==> src/hw/fault_status_pkg.sv <==
// constants and register map of the fault and operational status groups
//
// Behaviour
// - operational event mask is writable, any 32-bit value, readable back by query.
// - fault event register is read-only, derived from condition gated by fault mask.
// - fault event bit sets only on a 0 to 1 edge of an enabled condition.
// - reading the fault event register returns its bits, then clears all but edges rising in that cycle.
// - fault condition register is read-only live status, same bit layout as events.
// - fault event mask is writable 32 bits, gates events, readable back by query.
// - bit 26 current imbalance, bit 25 voltage control shutdown.
// - bit 24 underfrequency, output frequency below 15 Hz.
// - bit 23 overfrequency, above 1400 Hz or 5200 Hz depending on model.
// - bit 22 output short, bit 21 peak overcurrent.
// - bit 20 low line overpower, line below 170 Vac with output above 1500; code sets it for single phase input only.
// - bits 19 ambient overtemp, 18 hardware, 17 peak and 16 rms wire drop.
// - bit 15 peak overvolt, 14 emergency stop, 12 power switch off.
// - bit 11 parallel slave wait, bit 10 parallel error.
// - bit 9 fatal system error, bit 8 parallel config acknowledge.
// - bit 7 undervolt, 6 front panel output off, 5 overpower.
// - bits 4 rms overvolt, 3 foldback, 2 hardware overtemp, 1 line input.
// - no fault summary high only when no enabled fault condition is active.
// - operational events latch enabled rising edges and clear when read.
package fault_status_pkg;

	// ----------------------------------------------------------------
	// register selects of the command port
	// ----------------------------------------------------------------
	localparam logic [2:0] SEL_OPER_MASK = 3'h0;
	localparam logic [2:0] SEL_OPER_EVENT = 3'h1;
	localparam logic [2:0] SEL_OPER_COND = 3'h2;
	localparam logic [2:0] SEL_FAULT_EVENT = 3'h3;
	localparam logic [2:0] SEL_FAULT_COND = 3'h4;
	localparam logic [2:0] SEL_FAULT_MASK = 3'h5;

	// ----------------------------------------------------------------
	// fault bit positions
	// ----------------------------------------------------------------
	localparam int BIT_CURRENT_IMBALANCE = 26;
	localparam int BIT_VOLTAGE_CONTROL_SHUTDOWN = 25;
	localparam int BIT_UNDERFREQUENCY_FAULT = 24;
	localparam int BIT_OVERFREQUENCY_FAULT = 23;
	localparam int BIT_OUTPUT_SHORT = 22;
	localparam int BIT_PEAK_OVERCURRENT = 21;
	localparam int BIT_LOW_LINE_OVERPOWER = 20;
	localparam int BIT_AMBIENT_OVERTEMP = 19;
	localparam int BIT_HARDWARE_FAULT = 18;
	localparam int BIT_PEAK_WIRE_DROP_OVERVOLT = 17;
	localparam int BIT_WIRE_DROP_OVERVOLT = 16;
	localparam int BIT_PEAK_OVERVOLT = 15;
	localparam int BIT_ESTOP_SHUTDOWN = 14;
	localparam int BIT_POWER_SWITCH_OFF = 12;
	localparam int BIT_PARALLEL_SLAVE_WAIT = 11;
	localparam int BIT_PARALLEL_ERROR = 10;
	localparam int BIT_FATAL_SYSTEM_ERROR = 9;
	localparam int BIT_PARALLEL_CONFIG_ACK = 8;
	localparam int BIT_UNDERVOLT_FAULT = 7;
	localparam int BIT_PANEL_OUTPUT_OFF = 6;
	localparam int BIT_OVERPOWER_FAULT = 5;
	localparam int BIT_RMS_OVERVOLT = 4;
	localparam int BIT_FOLDBACK_FAULT = 3;
	localparam int BIT_HARDWARE_OVERTEMP = 2;
	localparam int BIT_LINE_INPUT_FAULT = 1;
	// operational group summary bit
	localparam int BIT_NO_FAULT_SUMMARY = 2;

	// ----------------------------------------------------------------
	// masks and reset values
	// ----------------------------------------------------------------
	localparam logic [31:0] FAULT_USED_MASK = 32'h07FF_DFFE;
	localparam logic [31:0] MASK_RESET = 32'h0000_0000;
	localparam logic [31:0] EVENT_RESET = 32'h0000_0000;

	// ----------------------------------------------------------------
	// fault thresholds, in their own units
	// ----------------------------------------------------------------
	localparam int UNDERFREQ_LIMIT_HZ = 15;
	localparam int OVERFREQ_LIMIT_LOW_MODEL_HZ = 1400;
	localparam int OVERFREQ_LIMIT_HIGH_MODEL_HZ = 5200;
	localparam int LOW_LINE_LIMIT_VAC = 170;
	localparam int LOW_LINE_POWER_LIMIT_VA = 1500;

endpackage : fault_status_pkg

==> src/hw/fault_status_register_group.sv <==
// fault and operational status register groups with command-style access
`timescale 1ns/1ps
module fault_status_register_group
	import fault_status_pkg::*;
(
	input wire logic clock,
	input wire logic rstn,
	// command port: one request per strobe
	input wire logic cmd_write,
	input wire logic cmd_read,
	input wire logic [2:0] cmd_sel,
	input wire logic [31:0] cmd_wdata,
	output logic [31:0] cmd_rdata,
	output logic cmd_rvalid,
	// live fault sources
	input wire logic current_imbalance,
	input wire logic voltage_control_shutdown,
	input wire logic [15:0] output_freq_hz,
	input wire logic high_freq_model,
	input wire logic output_short,
	input wire logic peak_overcurrent,
	input wire logic single_phase_input,
	input wire logic [15:0] input_line_vac,
	input wire logic [15:0] output_power_va,
	input wire logic ambient_overtemp,
	input wire logic hardware_fault,
	input wire logic peak_wire_drop_overvolt,
	input wire logic wire_drop_overvolt,
	input wire logic peak_overvolt,
	input wire logic estop_shutdown,
	input wire logic power_switch_off,
	input wire logic parallel_slave_wait,
	input wire logic parallel_error,
	input wire logic fatal_system_error,
	input wire logic parallel_config_ack,
	input wire logic undervolt_fault,
	input wire logic panel_output_off,
	input wire logic overpower_fault,
	input wire logic rms_overvolt,
	input wire logic foldback_fault,
	input wire logic hardware_overtemp,
	input wire logic line_input_fault,
	// operational condition sources; the summary bit is inserted here
	input wire logic [31:0] oper_cond_in,
	output logic no_fault_summary
);

	// ----------------------------------------------------------------
	// constants sized for the measurement buses
	// ----------------------------------------------------------------
	localparam logic [15:0] UF_LIM = 16'(UNDERFREQ_LIMIT_HZ);
	localparam logic [15:0] OF_LIM_LO = 16'(OVERFREQ_LIMIT_LOW_MODEL_HZ);
	localparam logic [15:0] OF_LIM_HI = 16'(OVERFREQ_LIMIT_HIGH_MODEL_HZ);
	localparam logic [15:0] LINE_LIM = 16'(LOW_LINE_LIMIT_VAC);
	localparam logic [15:0] PWR_LIM = 16'(LOW_LINE_POWER_LIMIT_VA);

	logic [31:0] fault_cond_next;
	logic [31:0] fault_live_condition_reg;
	logic [31:0] fault_event_mask_reg;
	logic [31:0] operational_event_mask_reg;
	logic [31:0] oper_cond_reg;
	logic [31:0] fault_event_bits;
	logic [31:0] oper_event_bits;
	logic [31:0] rdata_next;
	logic fault_read_clear;
	logic oper_read_clear;
	logic no_fault_next;
	logic [15:0] of_limit;

	// ----------------------------------------------------------------
	// condition assembly
	// ----------------------------------------------------------------

	// overfrequency threshold follows the fitted model
	assign of_limit = high_freq_model ? OF_LIM_HI : OF_LIM_LO;

	// map each fault source to its bit; unused bits stay zero
	always_comb begin
		fault_cond_next = 32'h0000_0000;
		fault_cond_next[BIT_CURRENT_IMBALANCE] = current_imbalance;
		fault_cond_next[BIT_VOLTAGE_CONTROL_SHUTDOWN] = voltage_control_shutdown;
		fault_cond_next[BIT_UNDERFREQUENCY_FAULT] = output_freq_hz < UF_LIM;
		fault_cond_next[BIT_OVERFREQUENCY_FAULT] = output_freq_hz > of_limit;
		fault_cond_next[BIT_OUTPUT_SHORT] = output_short;
		fault_cond_next[BIT_PEAK_OVERCURRENT] = peak_overcurrent;
		fault_cond_next[BIT_LOW_LINE_OVERPOWER] = single_phase_input && (input_line_vac < LINE_LIM)
			&& (output_power_va > PWR_LIM);
		fault_cond_next[BIT_AMBIENT_OVERTEMP] = ambient_overtemp;
		fault_cond_next[BIT_HARDWARE_FAULT] = hardware_fault;
		fault_cond_next[BIT_PEAK_WIRE_DROP_OVERVOLT] = peak_wire_drop_overvolt;
		fault_cond_next[BIT_WIRE_DROP_OVERVOLT] = wire_drop_overvolt;
		fault_cond_next[BIT_PEAK_OVERVOLT] = peak_overvolt;
		fault_cond_next[BIT_ESTOP_SHUTDOWN] = estop_shutdown;
		fault_cond_next[BIT_POWER_SWITCH_OFF] = power_switch_off;
		fault_cond_next[BIT_PARALLEL_SLAVE_WAIT] = parallel_slave_wait;
		fault_cond_next[BIT_PARALLEL_ERROR] = parallel_error;
		fault_cond_next[BIT_FATAL_SYSTEM_ERROR] = fatal_system_error;
		fault_cond_next[BIT_PARALLEL_CONFIG_ACK] = parallel_config_ack;
		fault_cond_next[BIT_UNDERVOLT_FAULT] = undervolt_fault;
		fault_cond_next[BIT_PANEL_OUTPUT_OFF] = panel_output_off;
		fault_cond_next[BIT_OVERPOWER_FAULT] = overpower_fault;
		fault_cond_next[BIT_RMS_OVERVOLT] = rms_overvolt;
		fault_cond_next[BIT_FOLDBACK_FAULT] = foldback_fault;
		fault_cond_next[BIT_HARDWARE_OVERTEMP] = hardware_overtemp;
		fault_cond_next[BIT_LINE_INPUT_FAULT] = line_input_fault;
	end

	// registered live condition; one cycle of latency keeps comparators off the read path
	always_ff @(posedge clock) begin
		if (!rstn) begin
			fault_live_condition_reg <= EVENT_RESET;
		end else begin
			fault_live_condition_reg <= fault_cond_next & FAULT_USED_MASK;
		end
	end

	// summary: no enabled fault active
	assign no_fault_next = ~|(fault_live_condition_reg & fault_event_mask_reg);

	// operational condition with the summary bit substituted
	always_ff @(posedge clock) begin
		if (!rstn) begin
			oper_cond_reg <= EVENT_RESET;
			no_fault_summary <= 1'b0;
		end else begin
			oper_cond_reg <= oper_cond_in;
			oper_cond_reg[BIT_NO_FAULT_SUMMARY] <= no_fault_next;
			no_fault_summary <= no_fault_next;
		end
	end

	// ----------------------------------------------------------------
	// writable masks
	// ----------------------------------------------------------------

	// full 32-bit values are accepted unchanged
	always_ff @(posedge clock) begin
		if (!rstn) begin
			operational_event_mask_reg <= MASK_RESET;
			fault_event_mask_reg <= MASK_RESET;
		end else if (cmd_write) begin
			if (cmd_sel == SEL_OPER_MASK) begin
				operational_event_mask_reg <= cmd_wdata;
			end
			if (cmd_sel == SEL_FAULT_MASK) begin
				fault_event_mask_reg <= cmd_wdata;
			end
		end
	end

	// ----------------------------------------------------------------
	// event latches
	// ----------------------------------------------------------------
	assign fault_read_clear = cmd_read && (cmd_sel == SEL_FAULT_EVENT);
	assign oper_read_clear = cmd_read && (cmd_sel == SEL_OPER_EVENT);

	edge_event_latch fault_latch (
		.clock(clock),
		.rstn(rstn),
		.cond(fault_live_condition_reg),
		.mask(fault_event_mask_reg),
		.read_clear(fault_read_clear),
		.event_bits(fault_event_bits)
	);

	edge_event_latch oper_latch (
		.clock(clock),
		.rstn(rstn),
		.cond(oper_cond_reg),
		.mask(operational_event_mask_reg),
		.read_clear(oper_read_clear),
		.event_bits(oper_event_bits)
	);

	// ----------------------------------------------------------------
	// read path
	// ----------------------------------------------------------------

	// value captured before the clear takes effect; writes to read-only selects are ignored
	always_comb begin
		case (cmd_sel)
			SEL_OPER_MASK: rdata_next = operational_event_mask_reg;
			SEL_OPER_EVENT: rdata_next = oper_event_bits;
			SEL_OPER_COND: rdata_next = oper_cond_reg;
			SEL_FAULT_EVENT: rdata_next = fault_event_bits & FAULT_USED_MASK;
			SEL_FAULT_COND: rdata_next = fault_live_condition_reg;
			SEL_FAULT_MASK: rdata_next = fault_event_mask_reg;
			default: rdata_next = 32'h0000_0000;
		endcase
	end

	// answer one cycle after the read strobe; data holds until the next read
	always_ff @(posedge clock) begin
		if (!rstn) begin
			cmd_rdata <= 32'h0000_0000;
			cmd_rvalid <= 1'b0;
		end else begin
			cmd_rvalid <= cmd_read;
			if (cmd_read) begin
				cmd_rdata <= rdata_next;
			end
		end
	end

endmodule : fault_status_register_group

==> src/hw/edge_event_latch.sv <==
// one status group: rising-edge event latch with read-to-clear
`timescale 1ns/1ps
module edge_event_latch
	import fault_status_pkg::*;
(
	input wire logic clock,
	input wire logic rstn,
	input wire logic [31:0] cond,
	input wire logic [31:0] mask,
	input wire logic read_clear,
	output logic [31:0] event_bits
);

	logic [31:0] cond_prev_reg;
	logic [31:0] event_reg;
	logic [31:0] rise;

	// enabled bits that went 0 to 1 this cycle
	assign rise = cond & ~cond_prev_reg & mask;

	// previous condition, for edge detection
	always_ff @(posedge clock) begin
		if (!rstn) begin
			cond_prev_reg <= EVENT_RESET;
		end else begin
			cond_prev_reg <= cond;
		end
	end

	// sticky bits; a rise in the clearing cycle survives so no edge is lost
	always_ff @(posedge clock) begin
		if (!rstn) begin
			event_reg <= EVENT_RESET;
		end else if (read_clear) begin
			event_reg <= rise;
		end else begin
			event_reg <= event_reg | rise;
		end
	end

	assign event_bits = event_reg;

endmodule : edge_event_latch

==> config.mk <==
export PLATFORM = sky130hd
export DESIGN_NAME = fault_status_register_group
export DESIGN_NICKNAME = d
export VERILOG_FILES = /design/src/hw/fault_status_pkg.sv /design/src/hw/fault_status_register_group.sv /design/src/hw/edge_event_latch.sv
export SDC_FILE = /design/constraint.sdc
export NUM_CORES = 1
export LEC_CHECK = 0
export BUFFER_PORTS_ARGS = -buffer_cell sky130_fd_sc_hd__buf_2
export CAP_MARGIN = 20
export CORE_MARGIN = 2
export CORE_UTILIZATION = 50
export DETAILED_ROUTE_END_ITERATION = 6
export PLACE_DENSITY_LB_ADDON = 0.05
export SETUP_SLACK_MARGIN = 0.4
export SLEW_MARGIN = 40
export SYNTH_ARGS = -nofsm -noshare
export SYNTH_HDL_FRONTEND = slang
export SYNTH_HIERARCHICAL = 1
export SYNTH_SLANG_ARGS = --single-unit
export TNS_END_PERCENT = 5
==> constraint.sdc <==
create_clock -name clock -period 1.9 [get_ports clock]
set_clock_uncertainty 0.2 [all_clocks]
set_input_delay 0.19 -clock clock [delete_from_list [all_inputs] [get_ports clock]]
set_output_delay 0.19 -clock clock [all_outputs]
set_load 0.005 [all_outputs]
Word level (Yosys, flattened, before mapping) --
Index checks and enable logic that the tools add are counted.
Word-level totals: input bits 143, output and inout bits 34, bits in registers 290, logic and storage cells 43
Cells by class: multiplexer cells 4, magnitude comparators 4, eq/ne operators 5, reductions and logical operators 9, bitwise logic cells 9
Operator list (number):
- 32-bit case mux with 6 select lines | 1
- 32-bit bitwise AND | 5
- 32-bit 2-to-1 mux | 2
- 32-bit inverter | 2
- 32-bit bitwise OR | 2
- 32-bit OR reduction | 1
- 16-bit by 11-bit > comparator with 1-bit output (second input constant) | 1
- 16-bit by 13-bit > comparator with 1-bit output | 1
- 16-bit by 4-bit < comparator with 1-bit output (second input constant) | 1
- 16-bit by 8-bit < comparator with 1-bit output (second input constant) | 1
- 13-bit 2-to-1 mux | 1
- 3-bit by 2-bit == test with 1-bit output (second input constant) | 2
- 3-bit == test (second input constant) | 2
- 1-bit logical AND | 4
- 2-bit AND reduction | 2
- 3-bit by 1-bit == test with 1-bit output (second input constant) | 1
- 3-bit zero test | 1
- 1-bit zero test | 1

Logic depth before layout (Yosys ltp) --
Gate-level depths: netlist of the first run.
depth after elaboration 5, depth in mapped cells 8, depth with buffers taken out 6

Hierarchy --
The synthesis of the first run kept the hierarchy.
By module, submodules not included:
- fault_status_register_group | sequential area each 3083.0 µm², cells each 758, times used 1, area an instance 6804.0 µm²
- edge_event_latch | sequential area each 1281.2 µm², cells each 206, times used 2, area an instance 2222.1 µm²

Worst setup path after synthesis of the first run --
OpenSTA, ideal clock, no wires.
path type input -> register, from in cmd_sel[1], to reg oper_latch.event_reg[0] (netlist: oper_latch/event_bits[0]), buffers on the path 3, library setup time 0.113 ns, stages on the path 7, arrival 1.366 ns, slack 0.220 ns, data required time 1.587 ns, cell sequence inv_1 -> clkbuf_1 -> buf_1 -> and3_1 -> clkbuf_1 -> nand3b_1 -> nand2_1
On the way: longest elaborated chain between the ends 3
RTL lines:
- start, declared | line fault_status_register_group.sv:11 | input wire logic [2:0] cmd_sel,
- 3-bit by 1-bit == test with 1-bit output | line fault_status_register_group.sv:155 | assign oper_read_clear = cmd_read && (cmd_sel == SEL_OPER_EVENT);
- 1-bit logical AND | line fault_status_register_group.sv:155
- net oper_read_clear | line fault_status_register_group.sv:66 | logic oper_read_clear;
- 32-bit 2-to-1 mux | line edge_event_latch.sv:34 | end else if (read_clear) begin
- end signal, assigned | line edge_event_latch.sv:35 | event_reg <= rise;
- end signal, assigned | line edge_event_latch.sv:37 | event_reg <= event_reg | rise;
- end, declared | line edge_event_latch.sv:15 | logic [31:0] event_reg;
The timed path passes the listed nets, and every way through them passes these cells. A chain may end at the register's enable or synchronous reset.

Final worst setup path of the first run --
from in input_line_vac[5], to reg fault_live_condition_reg[20]
On the way: longest elaborated chain between the ends 3
RTL lines:
- start, declared | line fault_status_register_group.sv:23 | input wire logic [15:0] input_line_vac,
- 16-bit by 8-bit < comparator with 1-bit output | line fault_status_register_group.sv:86 | fault_cond_next[BIT_LOW_LINE_OVERPOWER] = single_phase_input && (input_line_vac < LINE_LIM)
- 1-bit logical AND | line fault_status_register_group.sv:86
- 1-bit logical AND | line fault_status_register_group.sv:87 | && (output_power_va > PWR_LIM);
- end signal, assigned | line fault_status_register_group.sv:113 | fault_live_condition_reg <= fault_cond_next & FAULT_USED_MASK;
- end, declared | line fault_status_register_group.sv:58 | logic [31:0] fault_live_condition_reg;
Every way passes these cells.

==> summary.txt, run 1 <==
Placement
  • Worst Setup Slack post-DPL: around 0.022 ns
  • Last weighted congestion value of the routability-driven placer: 0.814
  • Placed Instance Area: between 0.01 and 0.015 mm^2
  • Post-detail-place hpwl: 18,500 um
  • Number of placed cells counting well taps: 1,524
  • Number of port buffers: ~170

Clock tree
  • CTS max path bufs: 3
  • Number of clock sinks: 268
  • Setup Buffers After CTS: 0
  • Hold buffer count at cts: 132
  • Cell at the root of the clock tree: sky130_fd_sc_hd__clkbuf_16
  • Clock latency of the later-clocked register in the worst-skew pair: 0.54 ns
  • Clock-pin slew on the worst setup and hold paths: 0.06 ns
  • TritonCTS Buffers: 28
  • H-tree Lvls: 1
  • Clock tree from TritonCTS: yes

STA
  • RSZ-0062 raised after global routing: true
  • Slew at the pin closest to its max-slew limit: 0.681 ns
  • F_max: 0.641 GHz
  • Count of final hold-check violations: 2
  • Fin crit period: 1.56 ns
  • Setup Total Neg Slack: 0 ns
  • Max-slew violation count: 0
  • Post-route worst hold slack: -0.0991 ns
  • Headroom to the max-slew limit: approximately 55%
  • # setup viols final: 0
  • Setup WS post-layout: 0.340 ns
  • Final period util: 82.1%

Floorplan
  • Floorplan die height: 151 um
  • Starting Density: 51.1%
  • Die Span X: 151 um
  • Count of pins on the block boundary: about 180
  • Die Outline Area: about 0.023 mm^2
  • Placeable core region: between 0.02 and 0.025 mm^2
  • Number of core rows: 53

Setup path
  • CP Buf/Inv Count: 3
  • Cell repeated most along the worst path: sky130_fd_sc_hd__dlygate4sd3_1
  • Worst EP arrival: approximately 1.8 ns
  • Maximum net fanout on the critical path: 1
  • Critical path cell sequence: dlygate4sd3_1 > buf_2 > o21ai_0 > dlygate4sd3_1 > a21oi_1 > nor3_1
  • Critical Path Sink Type: flop
  • Slowest-stage cell, CP: sky130_fd_sc_hd__dlygate4sd3_1
  • CP Class: in2reg
  • Delay of the slowest critical-path stage: ~0.57 ns
  • Levels on crit path: 6
  • Worst setup SP type: primary input
  • Worst Reg-to-Reg Cells: 4
  • Worst path top cell family by delay: buffers and inverters
  • Data required time at the worst endpoint: 2.13 ns

Drt
  • Count of TritonRoute iterations in the first routing pass: 6
  • Total vias in the final route: roughly 9,200
  • Total Routed Length: 30,400 um
  • Count of unresolved DRC violations after routing: 0
  • Detail Route Antenna Nets: 0
  • Via density: about 5.4
  • Violation count after the first detailed-routing iteration: 613
  • Avg WL per Cell: 17.8 um

Status
  • Failing checks: negative hold slack
  • Outcome: complete, but fails checks

Final layout
  • Area Growth Syn to Fin: 33.2%
  • End-of-flow core utilization: 68.1%
  • Finished layout cell area: 0.0144 mm^2
  • Nets: around 1,600
  • Fraction of layout cells with a size suffix above 1: 20.3%
  • Count of non-filler cells in the finished layout: 1,708
  • Filler cell count in the final layout: 1,689

Synth
  • Syn nets: 1,274
  • Gate Count Post-Synth: 1,127
  • Netlist area before placement: 0.0108 mm^2
  • Synthesized area divided by synthesized cell count: 9.57 um^2
  • Syn. warnings: 6

Power and ir drop
  • Post-layout power: 13.4 mW
  • Static Leakage: 6.02 nW
  • Proportion of total power due to net switching: about a fifth
  • Internal power summed over all cells: 10.6 mW
  • Power Dens Cells: 936 mW/mm^2
  • Seq pwr share: 44.2%
  • Share of total power in combinational logic: 8.3%
  • Net load switching power: between 2 and 3 mW
  • Worst voltage drop across the vdd grid: 0.000700 V
  • Relative contribution of the clock network to total power: 47.5%

Global route
  • Met1 capacity usage during global routing: 36.2%
  • GRT Residual Overflow: 0
  • Met3 Usage GRT: 3.49%
  • Most crowded layer after global routing: met2
  • Global routing usage summed across all routing layers: 26.7%
  • Global Route met2 Usage: 45.4%
  • Antenna violations before repair: 1
  • Wire length of the first global-routing pass: 47,700 um
  • Pin count of the biggest net entering global routing: 63
  • Number of global-route vias before repair: 9,125

Job
  • Max Cap Viol: 0

Min path
  • Worst hold-check path type: in2reg
  • Hold-critical path depth: 4
[layout by cell type, fill, tap and decap left out, types with 7 or more instances in the layout]
cell                            instances
sky130_fd_sc_hd__dfxtp_1              267
sky130_fd_sc_hd__nand2_1              200
sky130_fd_sc_hd__buf_2                173
sky130_fd_sc_hd__dlygate4sd3_1        131
sky130_fd_sc_hd__and2_1               111
sky130_fd_sc_hd__a21boi_0              60
sky130_fd_sc_hd__nand4b_1              58
sky130_fd_sc_hd__nand3b_1              57
sky130_fd_sc_hd__o21ai_0               42
sky130_fd_sc_hd__mux2i_1               41
sky130_fd_sc_hd__a21oi_1               34
sky130_fd_sc_hd__clkbuf_16             29
sky130_fd_sc_hd__buf_4                 29
sky130_fd_sc_hd__nor2_1                22
sky130_fd_sc_hd__mux2_2                16
sky130_fd_sc_hd__a22oi_1               15
sky130_fd_sc_hd__a31oi_1               12
sky130_fd_sc_hd__clkbuf_8               9
sky130_fd_sc_hd__buf_12                 9
sky130_fd_sc_hd__nor2b_1                8
sky130_fd_sc_hd__nand3_1                8
sky130_fd_sc_hd__bufinv_16              8
sky130_fd_sc_hd__o211ai_1               7
[power groups by stage]
| stage | sequential (mW) | combinational [mW] | clock, mW |
|---|---|---|---|
| floorplan | 6.01 | 0.523 | 0 |
| detailed placement | 6.06 | 0.891 | 0 |
| finish | 5.94 | 1.12 | 6.39 |
| global route | 5.96 | 1.22 | 6.70 |
| CTS | 5.94 | 1.10 | 6.45 |
| global placement | 6.06 | 0.877 | 0 |
[timing repair]
item / in CTS / in global routing
pin swaps: 1 / 0
resized for setup: 2 / 2
endpoints found under the setup margin: 2 / 17
hold endpoints to repair: 139 / 2
[worst register-to-register path, delay by kind of cell (launching register included)]
kind            cells  cell delay [ns]
compound gates      2             0.49
simple gates        2             0.39
flops               1             0.36
[final timing paths]
check / from / end / slack, ns
worst max register to register: fault_event_mask_reg[20] / oper_cond_reg[2] / 0.41
worst min-delay path: output_power_va[12] / fault_live_condition_reg[20] / -0.1
worst max-delay path: input_line_vac[5] / fault_live_condition_reg[20] / 0.34
worst min register to register: fault_event_mask_reg[28] / fault_event_mask_reg[28] / 0.26
[cell type report]
type	instances	area, um^2	share of cell area (%)
Antenna cell	1	2.50	0.0174
Multi-Input combinational cell	764	4920	34.3
Tap cell	275	344	2.40
Clock inverter	10	250	1.74
Timing Repair Buffer	344	2600	18.1
Inverter	5	18.8	0.131
Clock buffer	41	851	5.93
Sequential cell	268	5370	37.4
[per-layer routing]
metal | share of wire (%) | up-vias
met3 | 5.4 | 37
met2 | 47 | 295
met1 | 46 | 4400
li1 | - | 4497
met5 | 0 | -
met4 | 1.9 | 0
Note: power is estimated with default switching activity, not from simulation.
==> run 2, diff against run 1 <==
- clock period: 1.9 -> 1.5 ns (I/O delays scaled with it)
==> summary.txt, run 2 (synthesis gave the netlist of run 1 again) <==
Global route
  • GRT Residual Overflow: 0
  • Wire length of the first global-routing pass: 47,900 um
  • Antenna violations before repair: 0
  • Number of global-route vias before repair: 9,105
  • Global routing usage summed across all routing layers: 26.8%
  • Pin count of the biggest net entering global routing: 68

Clock tree
  • Number of clock sinks: 268
  • Clock tree from TritonCTS: yes
  • Clock-pin slew on the worst setup and hold paths: 0.06 ns
  • TritonCTS Buffers: 29
  • Clock latency of the later-clocked register in the worst-skew pair: roughly 0.54 ns
  • CTS max path bufs: 3
  • Cell at the root of the clock tree: sky130_fd_sc_hd__clkbuf_16
  • H-tree Lvls: 1

Placement
  • Number of port buffers: around 170
  • Worst Setup Slack post-DPL: -0.195 ns
  • Placed Instance Area: 0.0123 mm^2
  • Post-detail-place hpwl: 19,700 um
  • Number of placed cells counting well taps: ~1,600
  • Last weighted congestion value of the routability-driven placer: 0.839

Floorplan
  • Die Outline Area: approximately 0.023 mm^2
  • Die Span X: approximately 150 um
  • Count of pins on the block boundary: 177
  • Floorplan die height: 151 um
  • Placeable core region: 0.0211 mm^2
  • Number of core rows: 53
  • Starting Density: around half

Final layout
  • Ant diodes: 0
  • Filler cell count in the final layout: 1,711
  • Finished layout cell area: around 0.014 mm^2
  • Count of non-filler cells in the finished layout: 1,723
  • Area Growth Syn to Fin: 34.3%
  • End-of-flow core utilization: roughly two thirds
  • Top library cells by usage in the layout, fill and taps aside: sky130_fd_sc_hd__dfxtp_1 (242), sky130_fd_sc_hd__nand2_1 (200), sky130_fd_sc_hd__buf_2 (169), sky130_fd_sc_hd__and2_1 (111), sky130_fd_sc_hd__dlygate4sd3_1 (101)
  • Nets: 1,575
  • Fraction of layout cells with a size suffix above 1: 25.7%
  • Most frequent standard cell in the layout excluding fill and tap cells: sky130_fd_sc_hd__dfxtp_1

STA
  • Max-slew violation count: 0
  • Headroom to the max-slew limit: 53.7%
  • Final period util: 92.2%
  • RSZ-0062 raised after global routing: true
  • Fin crit period: between 1 and 1.5 ns
  • F_max: approximately 0.72 GHz
  • Setup WS post-layout: 0.117 ns
  • Post-route worst hold slack: -0.299 ns
  • Slew at the pin closest to its max-slew limit: about 0.69 ns
  • Count of final hold-check violations: 43
  • # setup viols final: 0

Min path
  • Hold-critical path depth: 4
  • Min-Delay Endpoint: fault_live_condition_reg[20]
  • Hold Startpoint: input_line_vac[12]
  • Worst hold-check path type: in2reg

Power and ir drop
  • Static Leakage: 6.08 nW
  • Worst voltage drop across the vdd grid: approximately 0.00095 V
  • Power Dens Cells: around 1100 mW/mm^2

Setup path
  • Worst Reg-to-Reg Cells: 4
  • Worst setup SP type: flop
  • Data required time at the worst endpoint: 1.77 ns
  • Critical Path Sink Type: flop
  • Reg2reg start: fault_event_mask_reg[20]
  • Worst EP arrival: between 1.5 and 2 ns
  • Maximum net fanout on the critical path: 2
  • Critical R2R Capture: oper_cond_reg[2]
  • CP Class: reg2reg
  • R2r setup slk: 0.12 ns

Status
  • Outcome: complete, but fails checks
  • Failing checks: negative hold slack

Job
  • Max Cap Viol: 0

Drt
  • Avg WL per Cell: 17.7 um
  • Via density: 5.36
  • Total Routed Length: 30,500 um
  • Count of TritonRoute iterations in the first routing pass: 5
  • Total vias in the final route: 9,240
  • Violation count after the first detailed-routing iteration: 534
  • Detail Route Antenna Nets: 0
  • Count of unresolved DRC violations after routing: 0
[run 2: cell types whose count changed in the layout (fill, tap and decap cells not counted), moves of 3 or more]
cell and change:
sky130_fd_sc_hd__bufinv_16 -5, sky130_fd_sc_hd__buf_6 +3, sky130_fd_sc_hd__dfxtp_1 -25, sky130_fd_sc_hd__dlygate4sd3_1 -30, sky130_fd_sc_hd__a21oi_1 -4, sky130_fd_sc_hd__clkinv_2 +4
sky130_fd_sc_hd__buf_12 +7, sky130_fd_sc_hd__buf_2 -4, sky130_fd_sc_hd__buf_4 +40, sky130_fd_sc_hd__a21oi_2 +4, sky130_fd_sc_hd__dfxtp_4 +3, sky130_fd_sc_hd__dfxtp_2 +22
[run 2: layout make-up]
type                       instances  area [um^2]  area share [%]
sequential                       268         5410            37.3
multi-input combinational        764         4990            34.5
timing repair buffer             360         2760            19.0
clock buffer                      40          827            5.71
tap                              275          344            2.38
clock inverter                    11          135           0.933
inverter                           5         21.3           0.147
[run 2: critical path, cell delays in order (launching register included)]
cell and delay [ns]:
sky130_fd_sc_hd__dfxtp_2 0.33, sky130_fd_sc_hd__a22o_1 0.29, sky130_fd_sc_hd__a221oi_2 0.20, sky130_fd_sc_hd__nand4_1 0.14, sky130_fd_sc_hd__nor3_2 0.15
[run 2: routing by layer]
layer | wire length, um | track usage [%] | up-vias | share of wire, %
met1 | 13700 | 35.2 | 4408 | 45
met5 | 0 | 0 | - | 0
met3 | 1440 | 3.70 | 46 | 4.7
li1 | - | - | 4537 | -
met4 | 702 | 8.04 | 0 | 2.3
met2 | 14700 | 46.0 | 249 | 48
[run 2: worst max path at each step]
stage                                        start                             end  slack (ns)  depth (start not counted)
after floorplan                 output_freq_hz[15]    fault_live_condition_reg[23]       -0.03                          4
after global placement          output_freq_hz[15]    fault_live_condition_reg[23]       -0.17                          5
after detailed placement                cmd_sel[2]  operational_event_mask_reg[20]       -0.20                          7
after CTS                             cmd_rdata[6]                    cmd_rdata[6]        0.12                          1
after global routing       fault_event_mask_reg[9]                    cmd_rdata[9]        0.06                          4
final                     fault_event_mask_reg[20]                oper_cond_reg[2]        0.12                          4
[run 2: metrics by stage]
stage	power (mW)	TNS, ns
2_1_floorplan	8.28	-0.0294
3_3_place_gp	8.89	-15.40
3_5_place_dp	8.90	-16.46
4_1_cts	16.3	0
5_1_grt	16.8	0
6_report	16.2	0
[run 2: timing repair]
action,in CTS,in global routing
hold buffers,103,4
gates resized for setup,24,27
endpoints found under the hold margin,166,34
endpoints found under the setup margin,75,183
setup buffers,2,2
pin swaps,5,12
[run 2: where the power goes]
group / internal, mW / switching (mW)
clock network: 4.33 / 2.84
registers: 7.36 / 0.166
logic: 0.807 / 0.677
